[src/logic/timer_params.svh]
// register map, field positions, reset values and prescaler figures of the 8-bit timer
`ifndef TIMER_PARAMS_SVH
`define TIMER_PARAMS_SVH

// byte addresses of the registers
`define ADDR_CONTROL 4'h0
`define ADDR_COMPARE 4'h4
`define ADDR_STATUS 4'h8
`define ADDR_CONFIG 4'hc

// control register fields
`define CTRL_CLK_LSB 0
`define CTRL_CLK_MSB 2
`define CTRL_MODE_LSB 3
`define CTRL_MODE_MSB 4
`define CTRL_RUN_BIT 5

// status register fields
`define STAT_CNT_LSB 0
`define STAT_CNT_MSB 7
`define STAT_DIV_BIT 8
`define STAT_PWM_BIT 9

// config register fields
`define CFG_DIVSEL_BIT 0

// reset values
`define RST_COMPARE 8'hff
`define RST_CLK_SEL 3'h0
`define RST_COUNT 8'h00
`define RST_PRESC 12'h000

// prescaler: source clock is high_freq_clock divided by 2**shift
`define PRESC_W 12
`define SHIFT_CODE0 4'hb
`define SHIFT_CODE1 4'h7
`define SHIFT_CODE2 4'h5
`define SHIFT_CODE3 4'h3
`define SHIFT_CODE4 4'h2
`define SHIFT_CODE5 4'h1
`define SHIFT_CODE6 4'h0
`define CLK_CODE_EXT 3'h7

// least high or low phase of the count input, in high_freq_clock periods
`define EVT_MIN_PHASE_CYCLES 8

// bus responses
`define RESP_OKAY 2'h0
`define RESP_SLVERR 2'h2

`endif

[src/logic/timer_pkg.sv]
// types shared by the 8-bit timer
package timer_pkg;
    typedef enum logic [1:0] {
        mode_timer,
        mode_event,
        mode_pdo,
        mode_pwm
    } mode_e;
    typedef logic [7:0] count_t;
endpackage

[src/logic/eight_bit_multimode_timer.sv]
// 8-bit multimode timer/counter with an AXI4-Lite register port
//
// Operation
// - interval mode counts prescaled clock; on compare match raise irq, clear, resume.
// - event mode counts count input rising edges, resumes after match clear.
// - event mode checks match on count input falling edge, irq there.
// - divider mode toggles active-low output on each match, irq, clear, continue.
// - divider output held high while stopped.
// - pwm mode drives output low at duty match, high with irq on overflow.
// - pwm output held high while stopped.
// - pwm duty writes take effect only when the current period completes.
// - starting the timer loads the previously written duty value at once.
// - entering stop mode clears the run bit automatically.
// - control register bits 6 and 7 read as zero.
// - clock codes 000 to 011 divide by 2048, 128, 32, 8; divide select doubles.
`timescale 1ns/1ps
`include "timer_params.svh"

module eight_bit_multimode_timer (
    input wire logic aclk,
    input wire logic aresetn,
    input wire logic [31:0] awaddr,
    input wire logic [2:0] awprot,
    input wire logic awvalid,
    output logic awready,
    input wire logic [31:0] wdata,
    input wire logic [3:0] wstrb,
    input wire logic wvalid,
    output logic wready,
    output logic [1:0] bresp,
    output logic bvalid,
    input wire logic bready,
    input wire logic [31:0] araddr,
    input wire logic [2:0] arprot,
    input wire logic arvalid,
    output logic arready,
    output logic [31:0] rdata,
    output logic [1:0] rresp,
    output logic rvalid,
    input wire logic rready,
    input wire logic count_input_pin,
    input wire logic stop_entry,
    output logic timer_match_irq,
    output logic divider_output_n,
    output logic pulse_width_output_n
);

    logic bvalid_q;
    logic [1:0] bresp_q;
    logic rvalid_q;
    logic [1:0] rresp_q;
    logic [31:0] rdata_q;
    logic wr_take;
    logic rd_take;

    logic run_q;
    timer_pkg::mode_e mode_q;
    logic [2:0] clk_sel_q;
    logic div_sel_q;
    timer_pkg::count_t compare_q;
    timer_pkg::count_t duty_q;
    timer_pkg::count_t cnt_q;
    timer_pkg::count_t cnt_inc;
    logic [`PRESC_W-1:0] presc_q;
    logic [`PRESC_W-1:0] presc_mask;
    logic [3:0] shift;
    logic tick;
    logic irq_q;
    logic div_out_q;
    logic pwm_out_q;

    logic pin_meta_q;
    logic pin_sync_q;
    logic pin_prev_q;
    logic pin_rise;
    logic pin_fall;

    // ---------------- register port ----------------
    // write address and data are taken together; neither is taken alone
    assign wr_take = awvalid && wvalid && !bvalid_q;
    assign awready = wr_take;
    assign wready = wr_take;
    assign bvalid = bvalid_q;
    assign bresp = bresp_q;
    assign rd_take = arvalid && !rvalid_q;
    assign arready = rd_take;
    assign rvalid = rvalid_q;
    assign rresp = rresp_q;
    assign rdata = rdata_q;

    function automatic logic addr_ok(input logic [31:0] a);
        addr_ok = (a[31:4] == 28'h0000000) && (a[1:0] == 2'h0);
    endfunction

    always_ff @(posedge aclk) begin
        if (!aresetn) begin
            bvalid_q <= 1'b0;
            bresp_q <= `RESP_OKAY;
        end else if (wr_take) begin
            bvalid_q <= 1'b1;
            bresp_q <= addr_ok(awaddr) ? `RESP_OKAY : `RESP_SLVERR;
        end else if (bready) begin
            bvalid_q <= 1'b0;
        end
    end

    // software settings; all fields live in byte lane 0
    always_ff @(posedge aclk) begin
        if (!aresetn) begin
            run_q <= 1'b0;
            mode_q <= timer_pkg::mode_timer;
            clk_sel_q <= `RST_CLK_SEL;
            div_sel_q <= 1'b0;
            compare_q <= `RST_COMPARE;
        end else begin
            if (wr_take && wstrb[0] && addr_ok(awaddr)) begin
                case (awaddr[3:0])
                    `ADDR_CONTROL: begin
                        run_q <= wdata[`CTRL_RUN_BIT];
                        mode_q <= timer_pkg::mode_e'(wdata[`CTRL_MODE_MSB:`CTRL_MODE_LSB]);
                        clk_sel_q <= wdata[`CTRL_CLK_MSB:`CTRL_CLK_LSB];
                    end
                    `ADDR_COMPARE: begin
                        compare_q <= wdata[7:0];
                    end
                    `ADDR_CONFIG: begin
                        div_sel_q <= wdata[`CFG_DIVSEL_BIT];
                    end
                    default: begin
                    end
                endcase
            end
            // the hardware stop wins over a software start in the same cycle
            if (stop_entry) begin
                run_q <= 1'b0;
            end
        end
    end

    always_ff @(posedge aclk) begin
        if (!aresetn) begin
            rvalid_q <= 1'b0;
            rresp_q <= `RESP_OKAY;
            rdata_q <= 32'h00000000;
        end else if (rd_take) begin
            rvalid_q <= 1'b1;
            rresp_q <= addr_ok(araddr) ? `RESP_OKAY : `RESP_SLVERR;
            rdata_q <= 32'h00000000;
            if (addr_ok(araddr)) begin
                case (araddr[3:0])
                    `ADDR_CONTROL: begin
                        // bits 6 and 7 carry no meaning and read as zero
                        rdata_q[`CTRL_RUN_BIT] <= run_q;
                        rdata_q[`CTRL_MODE_MSB:`CTRL_MODE_LSB] <= mode_q;
                        rdata_q[`CTRL_CLK_MSB:`CTRL_CLK_LSB] <= clk_sel_q;
                    end
                    `ADDR_COMPARE: begin
                        rdata_q[7:0] <= compare_q;
                    end
                    `ADDR_STATUS: begin
                        rdata_q[`STAT_CNT_MSB:`STAT_CNT_LSB] <= cnt_q;
                        rdata_q[`STAT_DIV_BIT] <= div_out_q;
                        rdata_q[`STAT_PWM_BIT] <= pwm_out_q;
                    end
                    `ADDR_CONFIG: begin
                        rdata_q[`CFG_DIVSEL_BIT] <= div_sel_q;
                    end
                    default: begin
                    end
                endcase
            end
        end else if (rready) begin
            rvalid_q <= 1'b0;
        end
    end

    // ---------------- prescaler ----------------
    always_comb begin
        case (clk_sel_q)
            3'h0: shift = `SHIFT_CODE0;
            3'h1: shift = `SHIFT_CODE1;
            3'h2: shift = `SHIFT_CODE2;
            3'h3: shift = `SHIFT_CODE3;
            3'h4: shift = `SHIFT_CODE4;
            3'h5: shift = `SHIFT_CODE5;
            3'h6: shift = `SHIFT_CODE6;
            default: shift = `SHIFT_CODE6;
        endcase
        // divide select doubles the period of every source clock
        presc_mask = ~({`PRESC_W{1'b1}} << (shift + {3'h0, div_sel_q}));
    end

    // prescaler restarts with the timer so the first period is full length
    always_ff @(posedge aclk) begin
        if (!aresetn || !run_q) begin
            presc_q <= `RST_PRESC;
        end else begin
            presc_q <= presc_q + `PRESC_W'(1);
        end
    end

    assign tick = run_q && ((presc_q & presc_mask) == presc_mask);

    // ---------------- count input ----------------
    // phases shorter than one clock period can fall between sampling edges and be lost
    always_ff @(posedge aclk) begin
        if (!aresetn) begin
            pin_meta_q <= 1'b0;
            pin_sync_q <= 1'b0;
            pin_prev_q <= 1'b0;
        end else begin
            pin_meta_q <= count_input_pin;
            pin_sync_q <= pin_meta_q;
            pin_prev_q <= pin_sync_q;
        end
    end

    assign pin_rise = pin_sync_q && !pin_prev_q;
    assign pin_fall = !pin_sync_q && pin_prev_q;

    // ---------------- counter and outputs ----------------
    assign cnt_inc = cnt_q + 8'h01;

    always_ff @(posedge aclk) begin
        if (!aresetn) begin
            cnt_q <= `RST_COUNT;
            irq_q <= 1'b0;
            div_out_q <= 1'b1;
            pwm_out_q <= 1'b1;
            duty_q <= `RST_COMPARE;
        end else begin
            irq_q <= 1'b0;
            if (!run_q) begin
                cnt_q <= `RST_COUNT;
                div_out_q <= 1'b1;
                pwm_out_q <= 1'b1;
                // tracking while stopped makes the start use the last written duty
                duty_q <= compare_q;
            end else begin
                case (mode_q)
                    timer_pkg::mode_timer: begin
                        if (tick) begin
                            if (cnt_inc == compare_q) begin
                                cnt_q <= `RST_COUNT;
                                irq_q <= 1'b1;
                            end else begin
                                cnt_q <= cnt_inc;
                            end
                        end
                    end
                    timer_pkg::mode_pdo: begin
                        if (tick) begin
                            if (cnt_inc == compare_q) begin
                                cnt_q <= `RST_COUNT;
                                irq_q <= 1'b1;
                                div_out_q <= !div_out_q;
                            end else begin
                                cnt_q <= cnt_inc;
                            end
                        end
                    end
                    timer_pkg::mode_event: begin
                        // external edges drive the count; clock select is not used
                        if (pin_rise) begin
                            cnt_q <= cnt_inc;
                        end else if (pin_fall && cnt_q == compare_q) begin
                            cnt_q <= `RST_COUNT;
                            irq_q <= 1'b1;
                        end
                    end
                    timer_pkg::mode_pwm: begin
                        if (tick) begin
                            cnt_q <= cnt_inc;
                            if (cnt_q == 8'hff) begin
                                pwm_out_q <= 1'b1;
                                irq_q <= 1'b1;
                                duty_q <= compare_q;
                            end else if (cnt_inc == duty_q) begin
                                pwm_out_q <= 1'b0;
                            end
                        end
                    end
                    default: begin
                    end
                endcase
            end
        end
    end

    assign timer_match_irq = irq_q;
    assign divider_output_n = div_out_q;
    assign pulse_width_output_n = pwm_out_q;
endmodule

[config.mk]
export PLATFORM = sky130hd
export DESIGN_NAME = eight_bit_multimode_timer
export DESIGN_NICKNAME = d
export VERILOG_FILES = /design/src/logic/timer_pkg.sv /design/src/logic/eight_bit_multimode_timer.sv
export VERILOG_INCLUDE_DIRS = /design/src /design/src/logic
export SDC_FILE = /design/constraint.sdc
export NUM_CORES = 1
export LEC_CHECK = 0
export BUFFER_PORTS_ARGS = -buffer_cell sky130_fd_sc_hd__buf_2
export CAP_MARGIN = 20
export CORE_ASPECT_RATIO = 0.9
export CORE_MARGIN = 2
export CORE_UTILIZATION = 35
export CTS_BUF_LIST = sky130_fd_sc_hd__clkbuf_16
export CTS_CLUSTER_DIAMETER = 80
export DETAILED_ROUTE_END_ITERATION = 6
export PLACE_DENSITY = 0.71
export SYNTH_ARGS = -nofsm -noshare
export SYNTH_HDL_FRONTEND = slang
export SYNTH_SLANG_ARGS = --single-unit
[constraint.sdc]
create_clock -name aclk -period 5.6 [get_ports aclk]
set_input_delay 0.56 -clock aclk [delete_from_list [all_inputs] [get_ports aclk]]
set_output_delay 0.56 -clock aclk [all_outputs]
set_load 0.02 [all_outputs]
==> run summary, run 1 <==
Status = complete, no violations
CTS tree = done
Post-Layout Inst Area = 4479 sq um
Power per cell area = 245.6 nW/um^2
Worst Setup End Kind = flip-flop
Crit share post-route = 53.66%
NumNets Final = 632
Drc violations = 0
Die area = 11420 sq um
Synthesized area per cell = 8.752 sq um
Reg2reg setup slack = 2.60 ns
Total Routing Usage GR = 17.03%
Fraction of layout cells with a size suffix above 1 = 25.10%
Req. time, crit path = 5.82 ns
Hold violation count in the final report = 0
DPL Wire Length = 7270 um
Vias/cell = 5.216
Port buffer count = 101
Worst hold path type = in -> reg
Clock Path Buffers = 2
Clk sinks = 63
Post-Place Cell Area = 4174 sq um
Post-synth EDFFs = 0
GR Layer Usage met1 = 23.58%
Die Width = 112.4 um
Final std cells w/o fill = 647
Worst hold path startpoint = stop_entry
Top_reg_cell synth = dfxtp_1
Worst Hold Depth = 2
Die height = 101.6 um
Post-Route Setup TNS = 0 ns
Crit path DAT = 3.22 ns
Synth Warn # = 0
FFs w/ async S/R, synth = 0%
Seq/Total Area, Yosys = 34.07%
Max Slew Vio Count = 0
Critical path's top delay family = compound AO/OA/AOI/OAI gates
Crit path time final = 3.005 ns
Met3 Usage GRT = 3.890%
Gr busiest metal = met2
Buf/Inv on CP = 1
M2 GR Usage = 26.83%
Antenna cells = 0
R2r startpoint = clk_sel_q[0]
Placed Instances = 631
Initial Util = 35.98%
RSZ-0062 raised after global routing = false
Clk root buf = clkbuf_16
Total CTS buffers = 9
Avg WL per Cell = 14.70 um
Largest net degree at the start of global routing = 44
Maximum VDD drop = 0.1509 mV
Routed wire length = 9511 um
Worst path slowest cell = o41ai_4
Initial antenna violation count = 0
Worst-path clk slew = 0.05 ns
Post_cts resized = 0
DRT iter0 DRCs = 206
Worst-path cell chain = inv_1, o21ai_0, ha_1, ha_1, nor2_1, o22ai_1, o41ai_4, a31o_2, nor2_1, a221o_1
Max Clk Rate = 0.3328 GHz
Max Cap Viol = 0
Fillers = 1006
Pwr Total = 1.100 mW
First-pass GRT wire length = 15410 um
Worst Setup Start Kind = flip-flop
Crit Path Class = reg -> reg
Final Wtd Congestion = 0.9300
Synth unique cells = 64
Hold worst-path end = run_q
Worst-Skew Late Latency = 0.33 ns
Antenna-violating nets left = 0
Tightest Pin Transition = 0.7030 ns
CP Max Fanout = 9
Setup Skew = 0.004593 ns
Most frequent cells in the layout = buf_2, dfxtp_1, nand2_1
Rows = 35
Worst relative slew slack = 53.13%
Area Overhead vs Synth = 20.99%
Cts hold-fix bufs = 0
TritonRoute pass-1 iters = 4
Worst Reg2Reg Path Length in Cells = 10
Worst R2R End = cnt_q[7]
Commonest non-fill, non-tap cell in the layout = buf_2
H-tree levels = 3
IO Pins = 159
Seq cells post-synth = 63
Register area = 1261 sq um
GRT overflow = 0
Total number of vias = 3375
Crit path largest cell delay = 0.54 ns
Vias in the first global route = 3093
Mapped cell area = 3702 sq um
# setup viols final = 0
Postcts setup bufs = 0
Post-synthesis cell count = 423
Core area = 10290 sq um
Multi-input logic area = 2201 sq um
Final hold slack = 0.3907 ns
Leak pwr = 1.835 nW
## state kept, by name, summed over array words and instances (netlist names)
signal                flops
cnt_q                     8
duty_q                    8
rvalid                    1
rdata                    10
bvalid                    1
rresp                     1
pin_sync_q                1
timer_match_irq           1
compare_q                 8
pulse_width_output_n      1
divider_output_n          1
pin_meta_q                1
run_q                     1
div_sel_q                 1
clk_sel_q                 3
presc_q                  12
bresp                     1
pin_prev_q                1
mode_q                    2
## metal layers
layer,routed length [um],up-vias
li1,-,1653
met1,4479,1551
met2,4124,161
met3,776,10
met4,129,0
met5,0,-
## kinds of logic (layout without fill, tap and decap cells)
family | after synthesis | after routing | synth area share (%)
flip-flops | 63 | 63 | 34.07
AND/OR/NAND/NOR | 162 | 162 | 23.42
other | 1 | 24 | 0.1013
AO/OA/AOI/OAI | 75 | 75 | 16.56
adder cells (fa/ha/maj) | 4 | 4 | 1.352
multiplexers | 26 | 26 | 7.401
XOR/XNOR | 35 | 35 | 8.280
buffers and inverters | 57 | 129 | 8.820
## through the flow
step	setup slack (ns)	util [%]
2_1_floorplan	2.927	-
3_3_place_gp	2.676	40.56
3_5_place_dp	2.639	40.56
4_1_cts	2.626	43.53
5_1_grt	2.380	43.53
6_report	2.595	43.53
## Yosys cell counts (12+ instances only)
master     n  area (sq um)
buf_4     27         202.7
clkbuf_1  14         52.55
dfxtp_1   63          1261
inv_1     12         45.04
mux2i_1   24         240.2
nand2_1   33         123.9
nand3_1   15         75.07
nor2_1    25         93.84
nor2b_1   19         118.9
nor4_1    17         106.4
xnor2_1   24         210.2
## power by group
group          switching, mW  total, mW  internal, mW
Combinational         0.0431     0.0735        0.0304
Clock                  0.191      0.573         0.382
Sequential           0.00164      0.453         0.452
Total                  0.236       1.10         0.864
## layout make-up
type	instances	area share, %
Multi-Input combinational cell	326	49.13
Timing Repair Buffer	101	11.28
Clock buffer	9	5.028
Sequential cell	63	28.16
Clock inverter	7	1.788
Tap cell	129	3.603
Inverter	12	1.006
## worst max-delay path by stage
stage / start / end / slack [ns] / cells after the start
final: clk_sel_q[0] / cnt_q[7] / 2.60 / 10
after global routing: cnt_q[0] / cnt_q[7] / 2.38 / 8
after CTS: clk_sel_q[0] / pulse_width_output_n / 2.63 / 10
after detailed placement: clk_sel_q[0] / cnt_q[7] / 2.64 / 10
after global placement: cnt_q[0] / cnt_q[7] / 2.68 / 8
after floorplan: clk_sel_q[2] / pulse_width_output_n / 2.93 / 10
Power figures use the tool's default switching activity.
==> run 2: changes to the inputs <==
--- a/config.mk
+++ b/config.mk
@@ -14,7 +14,7 @@
 export CTS_BUF_LIST = sky130_fd_sc_hd__clkbuf_16
 export CTS_CLUSTER_DIAMETER = 80
 export DETAILED_ROUTE_END_ITERATION = 6
-export PLACE_DENSITY = 0.71
+export PLACE_DENSITY = 0.73
 export SYNTH_ARGS = -nofsm -noshare
 export SYNTH_HDL_FRONTEND = slang
 export SYNTH_SLANG_ARGS = --single-unit
==> constraint.sdc (replaced) <==
create_clock -name aclk -period 2.65 [get_ports aclk]
set_input_delay 0.265 -clock aclk [delete_from_list [all_inputs] [get_ports aclk]]
set_output_delay 0.265 -clock aclk [all_outputs]
set_load 0.02 [all_outputs]
==> run 2 against run 1 <==
Effect of this change:
- total power rose by 110%
- worst hold slack got worse by 0.29 ns
- clock power rose by 99%
- first-iteration DRC count rose by 33%
- sequential cell count did not move
- non-clock buffer count rose by 25
- register-to-register slack got worse by 2.5 ns
- die area did not move
==> run summary, run 2 (synthesis results as in run 1) <==
Clk sinks = 63
Antenna cells = 0
Rows = 35
TritonRoute pass-1 iters = 4
Buf/Inv on CP = 2
DPL Wire Length = 7673 um
Gate power share = 7.0%
R2r startpoint = clk_sel_q[0]
Max Clk Rate = 0.3894 GHz
Max Slew Vio Count = 0
Largest net degree at the start of global routing = 43
Routed wire length = 10170 um
Worst-path cell chain = nand2b_4, a21boi_2, ha_4, or3_4, a32oi_2, o41ai_4, buf_6, buf_4, a31oi_4, mux2i_1, nand2_1
Switch Pwr = 0.5197 mW
Post-Layout Inst Area = 4783 sq um
Max reg flops = 12
Die area = 11420 sq um
Core area = 10290 sq um
Crit path capture = duty_q[5]
H-tree levels = 3
IO Pins = 159
# setup viols final = 0
Total number of vias = 3550
Met2 WL = 4577 um
Critical path's top delay family = compound AO/OA/AOI/OAI gates
Worst Setup Start Kind = flip-flop
Leak pwr = 1.979 nW
GRT overflow = 0
Die height = 101.6 um
Commonest non-fill, non-tap cell in the layout = buf_2
Maximum VDD drop = 0.3420 mV
Internal power = 1.738 mW
Final Util = 46.48%
Drc violations = 0
Cell count along the critical path = 11
Power per cell area = 472.0 nW/um^2
PnR worst setup slack = 0.08178 ns
Reg2reg setup slack = 0.08 ns
Top reg by flops = presc_q
Most frequent cells in the layout = buf_2, dfxtp_1, nand2_1
Crit share post-route = 96.91%
Initial Util = 35.98%
Antenna-violating nets left = 0
Met1 WL = 4498 um
Post-Place Cell Area = 4324 sq um
Hold violation count in the final report = 0
Avg WL per Cell = 15.11 um
Clock network fraction of design power = 50.7%
First-pass GRT wire length = 15940 um
Crit Path Class = reg -> reg
Final std cells w/o fill = 673
Setup crit start = clk_sel_q[0]
Port buffer count = 101
Total CTS buffers = 9
CTS tree = done
NumNets Final = 658
Status = complete, no violations
Crit path DAT = 2.77 ns
Worst R2R End = duty_q[5]
Worst relative slew slack = 50.32%
RSZ-0062 raised after global routing = true
Fraction of layout cells with a size suffix above 1 = 31.80%
Total Routing Usage GR = 17.62%
Cts hold-fix bufs = 0
Initial antenna violation count = 0
Pre-CTS setup slack = -0.01929 ns
Crit path largest cell delay = 0.38 ns
Vias/cell = 5.275
Die Width = 112.4 um
Top Layer Used = met4
Crit path time final = 2.568 ns
Area Overhead vs Synth = 29.20%
Worst path slowest cell = or3_4
Vias in the first global route = 3281
Worst hold path type = in -> reg
Max Cap Viol = 0
WL met3 = 939 um
Switching share of power = 23.02%
Worst-path clk slew = 0.05 ns
Sequential share of power = 42.4%
CP Max Fanout = 5
Clock Path Buffers = 2
Worst Setup End Kind = flip-flop
Worst Reg2Reg Path Length in Cells = 11
Setup Skew = 0.009219 ns
Clk root buf = clkbuf_16
Req. time, crit path = 2.85 ns
Tightest Pin Transition = 0.7407 ns
Placed Instances = 651
Worst-Skew Late Latency = 0.33 ns
DRT iter0 DRCs = 274
Final Wtd Congestion = 0.9656
==> run 2: final cells by class <==
class / count / area [sq um]
Inverter: 12 / 45.04
Timing Repair Buffer: 126 / 704.4
Fill cell: 986 / 5508
Clock buffer: 9 / 225.2
Tap cell: 129 / 161.4
Sequential cell: 63 / 1266
Multi-Input combinational cell: 327 / 2316
Clock inverter: 7 / 65.06
==> run 2: how the worst min path moves through the flow <==
stage               start         end  slack (ns)  cells past startpoint
2_1_floorplan  stop_entry       run_q        0.34                      1
3_3_place_gp   pin_meta_q  pin_sync_q        0.42                      1
3_5_place_dp   pin_meta_q  pin_sync_q        0.43                      1
4_1_cts        stop_entry       run_q        0.09                      2
5_1_grt        stop_entry       run_q        0.09                      2
6_report       stop_entry       run_q         0.1                      2
==> run 2: metrics by stage <==
step           hold slack (ns)  power [mW]  setup TNS [ns]
6_report               0.09645       2.258               0
5_1_grt                0.09437       2.340         -0.1707
4_1_cts                0.08730       2.282               0
3_5_place_dp            0.4313       1.135        -0.04027
3_3_place_gp            0.4172       1.133               0
2_1_floorplan           0.3411       1.083               0
==> run 2: power by group through the flow <==
stage          Sequential [mW]  Combinational [mW]  Clock, mW
6_report                 0.957               0.157       1.14
4_1_cts                  0.957               0.158       1.17
3_5_place_dp             0.978               0.157          0
5_1_grt                  0.957               0.171       1.21
3_3_place_gp             0.978               0.155          0
2_1_floorplan            0.983               0.101          0
==> run 2: per-layer routing <==
layer | vias up | global-route usage (%)
met5 | - | 0
met4 | 0 | 5.535
met3 | 14 | 3.291
met2 | 193 | 29.56
met1 | 1634 | 23.21
li1 | 1709 | -
==> run 2: what timing repair did <==
item	in CTS	in global routing
pin swaps	8	13
setup buffers	2	5
resized for setup	6	21
setup endpoints to repair	5	19
gates cloned	0	1
==> run 2: worst register-to-register path: cells and delay by family (launching register included) <==
family | cells | cell delay [ns]
flip-flops | 1 | 0.33
AO/OA/AOI/OAI | 4 | 0.84
multiplexers | 1 | 0.24
adder cells (fa/ha/maj) | 1 | 0.17
buffers and inverters | 2 | 0.30
AND/OR/NAND/NOR | 3 | 0.58
==> run 3: changes to the inputs <==
--- a/config.mk
+++ b/config.mk
@@ -6,15 +6,15 @@
 export SDC_FILE = /design/constraint.sdc
 export NUM_CORES = 1
 export LEC_CHECK = 0
+export ABC_AREA = 1
 export BUFFER_PORTS_ARGS = -buffer_cell sky130_fd_sc_hd__buf_2
-export CAP_MARGIN = 20
 export CORE_ASPECT_RATIO = 0.9
 export CORE_MARGIN = 2
 export CORE_UTILIZATION = 35
 export CTS_BUF_LIST = sky130_fd_sc_hd__clkbuf_16
 export CTS_CLUSTER_DIAMETER = 80
 export DETAILED_ROUTE_END_ITERATION = 6
-export PLACE_DENSITY = 0.73
+export PLACE_DENSITY_LB_ADDON = 0.2
 export SYNTH_ARGS = -nofsm -noshare
 export SYNTH_HDL_FRONTEND = slang
 export SYNTH_SLANG_ARGS = --single-unit
==> run 3 against run 2 <==
Effect of this change:
- worst hold slack gained 0.0032 ns
- sequential share of layout area up 0.65 points
- cell count up 19%
- clock skew increased by 0.00092 ns
- register-to-register slack gained 0.18 ns
- synthesized cell count grew 31%
- maximum frequency up 7.4%
- routed wire length hardly changed
- count of clock-buffer cells in the layout unchanged
- global-route usage up 1.3 points
- critical path type unchanged
==> run summary, run 3 <==
Post-Route Setup TNS = 0 ns
Fillers = 1100
Die height = 102.7 um
Post-Layout Inst Area = 4649 sq um
Clk sinks = 63
Most common cell in the synthesized netlist = nand2_1
Vias in the first global route = 3787
Clock Path Buffers = 2
Clk root buf = clkbuf_16
Crit share post-route = 90.19%
Worst-Skew Late Latency = 0.33 ns
Post-synthesis cell count = 554
R2r startpoint = clk_sel_q[1]
H-tree levels = 3
Worst-path cell chain = inv_1, nand2_1, nand2_1, ha_1, ha_1, nor2_2, o21ai_0, nand3_1, nand2_1, inv_1, nand3_2, nor2_4, nand3_2, nand2_4, nand2_4, nand2_1, a21oi_1
Buf/Inv on CP = 2
Register area = 1261 sq um
Tightest Pin Transition = 0.6965 ns
GRT overflow = 0
Leak pwr = 2.077 nW
Commonest cells in the netlist = nand2_1, nand3_1, dfxtp_1
Die area = 11680 sq um
Post-synth EDFFs = 0
Worst path slowest cell = ha_1
Setup Skew = 0.01014 ns
RSZ-0062 raised after global routing = false
Post-synth top area share = 33.28%
Status = complete, no violations
Antenna-violating nets left = 0
Crit path capture = cnt_q[6]
Req. time, crit path = 2.86 ns
Max Cap Viol = 0
Worst Hold Depth = 2
Setup crit start = clk_sel_q[1]
# setup viols final = 0
Largest cells by area after synthesis = dfxtp_1, nand2_1, nand3_1, inv_1, buf_4
Largest net degree at the start of global routing = 20
Multi-input logic area = 2126 sq um
Port buffer count = 101
Worst hold path startpoint = stop_entry
NumNets Final = 780
Initial Util = 35.50%
DPL Wire Length = 8062 um
Worst-path clk slew = 0.05 ns
Area Overhead vs Synth = 22.68%
Crit path DAT = 2.60 ns
Final Wtd Congestion = 0.9250
Worst hold path type = in -> reg
CTS tree = done
First-pass GRT wire length = 17470 um
Total CTS buffers = 9
Top_reg_cell synth = dfxtp_1
CP Max Fanout = 10
Total Routing Usage GR = 18.90%
Total number of vias = 3921
Fraction of layout cells with a size suffix above 1 = 22.71%
Crit path time final = 2.390 ns
Seq cells post-synth = 63
Crit-path most repeated cell = nand2_1
Most frequent cells in the layout = nand2_1, buf_2, nand3_1
Max Slew Vio Count = 0
TritonRoute pass-1 iters = 4
Top reg by flops = presc_q
Mapped cell area = 3790 sq um
Worst Setup End Kind = flip-flop
Power per cell area = 479.6 nW/um^2
Antenna cells = 0
Crit Path Class = reg -> reg
Reg2reg setup slack = 0.26 ns
Hold violation count in the final report = 0
Post-Place Cell Area = 4368 sq um
Routed wire length = 10170 um
Worst relative slew slack = 53.21%
Drc violations = 0
Max reg flops = 12
Maximum VDD drop = 0.3056 mV
Postcts setup bufs = 0
Max Clk Rate = 0.4184 GHz
Seq/Total Area, Yosys = 33.28%
Avg WL per Cell = 12.75 um
Synth unique cells = 42
Core area = 10680 sq um
Die Width = 113.7 um
Worst Setup Start Kind = flip-flop
Crit path largest cell delay = 0.35 ns
Synthesized area per cell = 6.841 sq um
Synth area leader = dfxtp_1
DRT iter0 DRCs = 157
Rows = 36
Initial antenna violation count = 0
Cell count along the critical path = 17
Vias/cell = 4.914
Worst R2R End = cnt_q[6]
Critical path's top delay family = simple AND/OR/NAND/NOR gates
IO Pins = 159
FFs w/ async S/R, synth = 0%
Synth Warn # = 0
Commonest non-fill, non-tap cell in the layout = nand2_1
Worst Reg2Reg Path Length in Cells = 17
-- run 3: cell types whose count changed after synthesis, sizes merged, moves of 6 or more --
cell / change
mux2i: -24
nor2b: -19
nand3: +60
nor4: -6
nand4: +16
o21ai: -6
inv: +50
nor2: +21
a22oi: -9
a21oi: +34
xnor2: -15
clkbuf: -8
and3: -11
nand2: +95
-- run 3: worst min path at each step --
stage          slack, ns          to
2_1_floorplan       0.34       run_q
3_3_place_gp        0.39  pin_sync_q
3_5_place_dp        0.40  pin_sync_q
4_1_cts             0.09       run_q
5_1_grt              0.1       run_q
6_report             0.1       run_q
-- run 3: timing repair --
action / CTS / global route
setup endpoints to repair: 0 / 3
resized for setup: 0 / 1
hold buffers: 0 / 0
-- run 3: logic make-up (layout without fill, tap and decap cells) --
| group | after synthesis | count (layout) | share of synthesized area [%] |
|---|---|---|---|
| simple gates | 306 | 306 | 39.42 |
| flops | 63 | 63 | 33.28 |
| compound gates | 63 | 63 | 9.442 |
| fa+ha+maj | 4 | 4 | 1.321 |
| buf+inv | 102 | 190 | 12.97 |
| xor+xnor | 15 | 15 | 3.467 |
| other cells | 1 | 24 | 0.09895 |
-- run 3: metrics by stage --
step | hold WS [ns] | cells | utilization (%) | setup WS, ns | total power, mW
after floorplan | 0.3378 | 577 | - | 0.4488 | 1.083
after global placement | 0.3932 | 783 | 40.92 | 0.3272 | 1.133
after detailed placement | 0.4010 | 783 | 40.92 | 0.2499 | 1.136
after CTS | 0.09329 | 798 | 43.53 | 0.2267 | 2.249
after global routing | 0.09814 | 798 | 43.55 | 0.04215 | 2.312
final | 0.09969 | 798 | 43.55 | 0.2598 | 2.230
-- run 3: final cells by class --
| cell class | instances | share of cell area, % |
|---|---|---|
| inverters | 65 | 5.248 |
| multi-input cells | 412 | 45.72 |
| repair buffers | 110 | 12.33 |
| clock buffers | 9 | 4.844 |
| clock inverters | 6 | 1.157 |
| well taps | 133 | 3.579 |
| flip-flops and latches | 63 | 27.13 |
-- run 3: power by group --
part,switching [mW],internal (mW)
clock network,0.404,0.709
registers,0.00322,0.954
logic,0.0981,0.0608
total,0.505,1.72
-- run 3: worst reg2reg max path: stages, from the launching register on --
cell	delay, ns
dfxtp_1	0.32
inv_1	0.07
nand2_1	0.08
nand2_1	0.06
ha_1	0.21
ha_1	0.35
nor2_2	0.17
o21ai_0	0.11
nand3_1	0.10
nand2_1	0.05
inv_1	0.06
nand3_2	0.09
nor2_4	0.13
nand3_2	0.11
nand2_4	0.14
nand2_4	0.10
nand2_1	0.08
a21oi_1	0.06
-- run 3: routing by layer --
| layer | GRT usage [%] | wire length [um] |
|---|---|---|
| met1 | 23.88 | 4551 |
| met2 | 31.92 | 4801 |
| met3 | 4.644 | 700 |
| met4 | 6.379 | 116 |
| met5 | 0 | 0 |
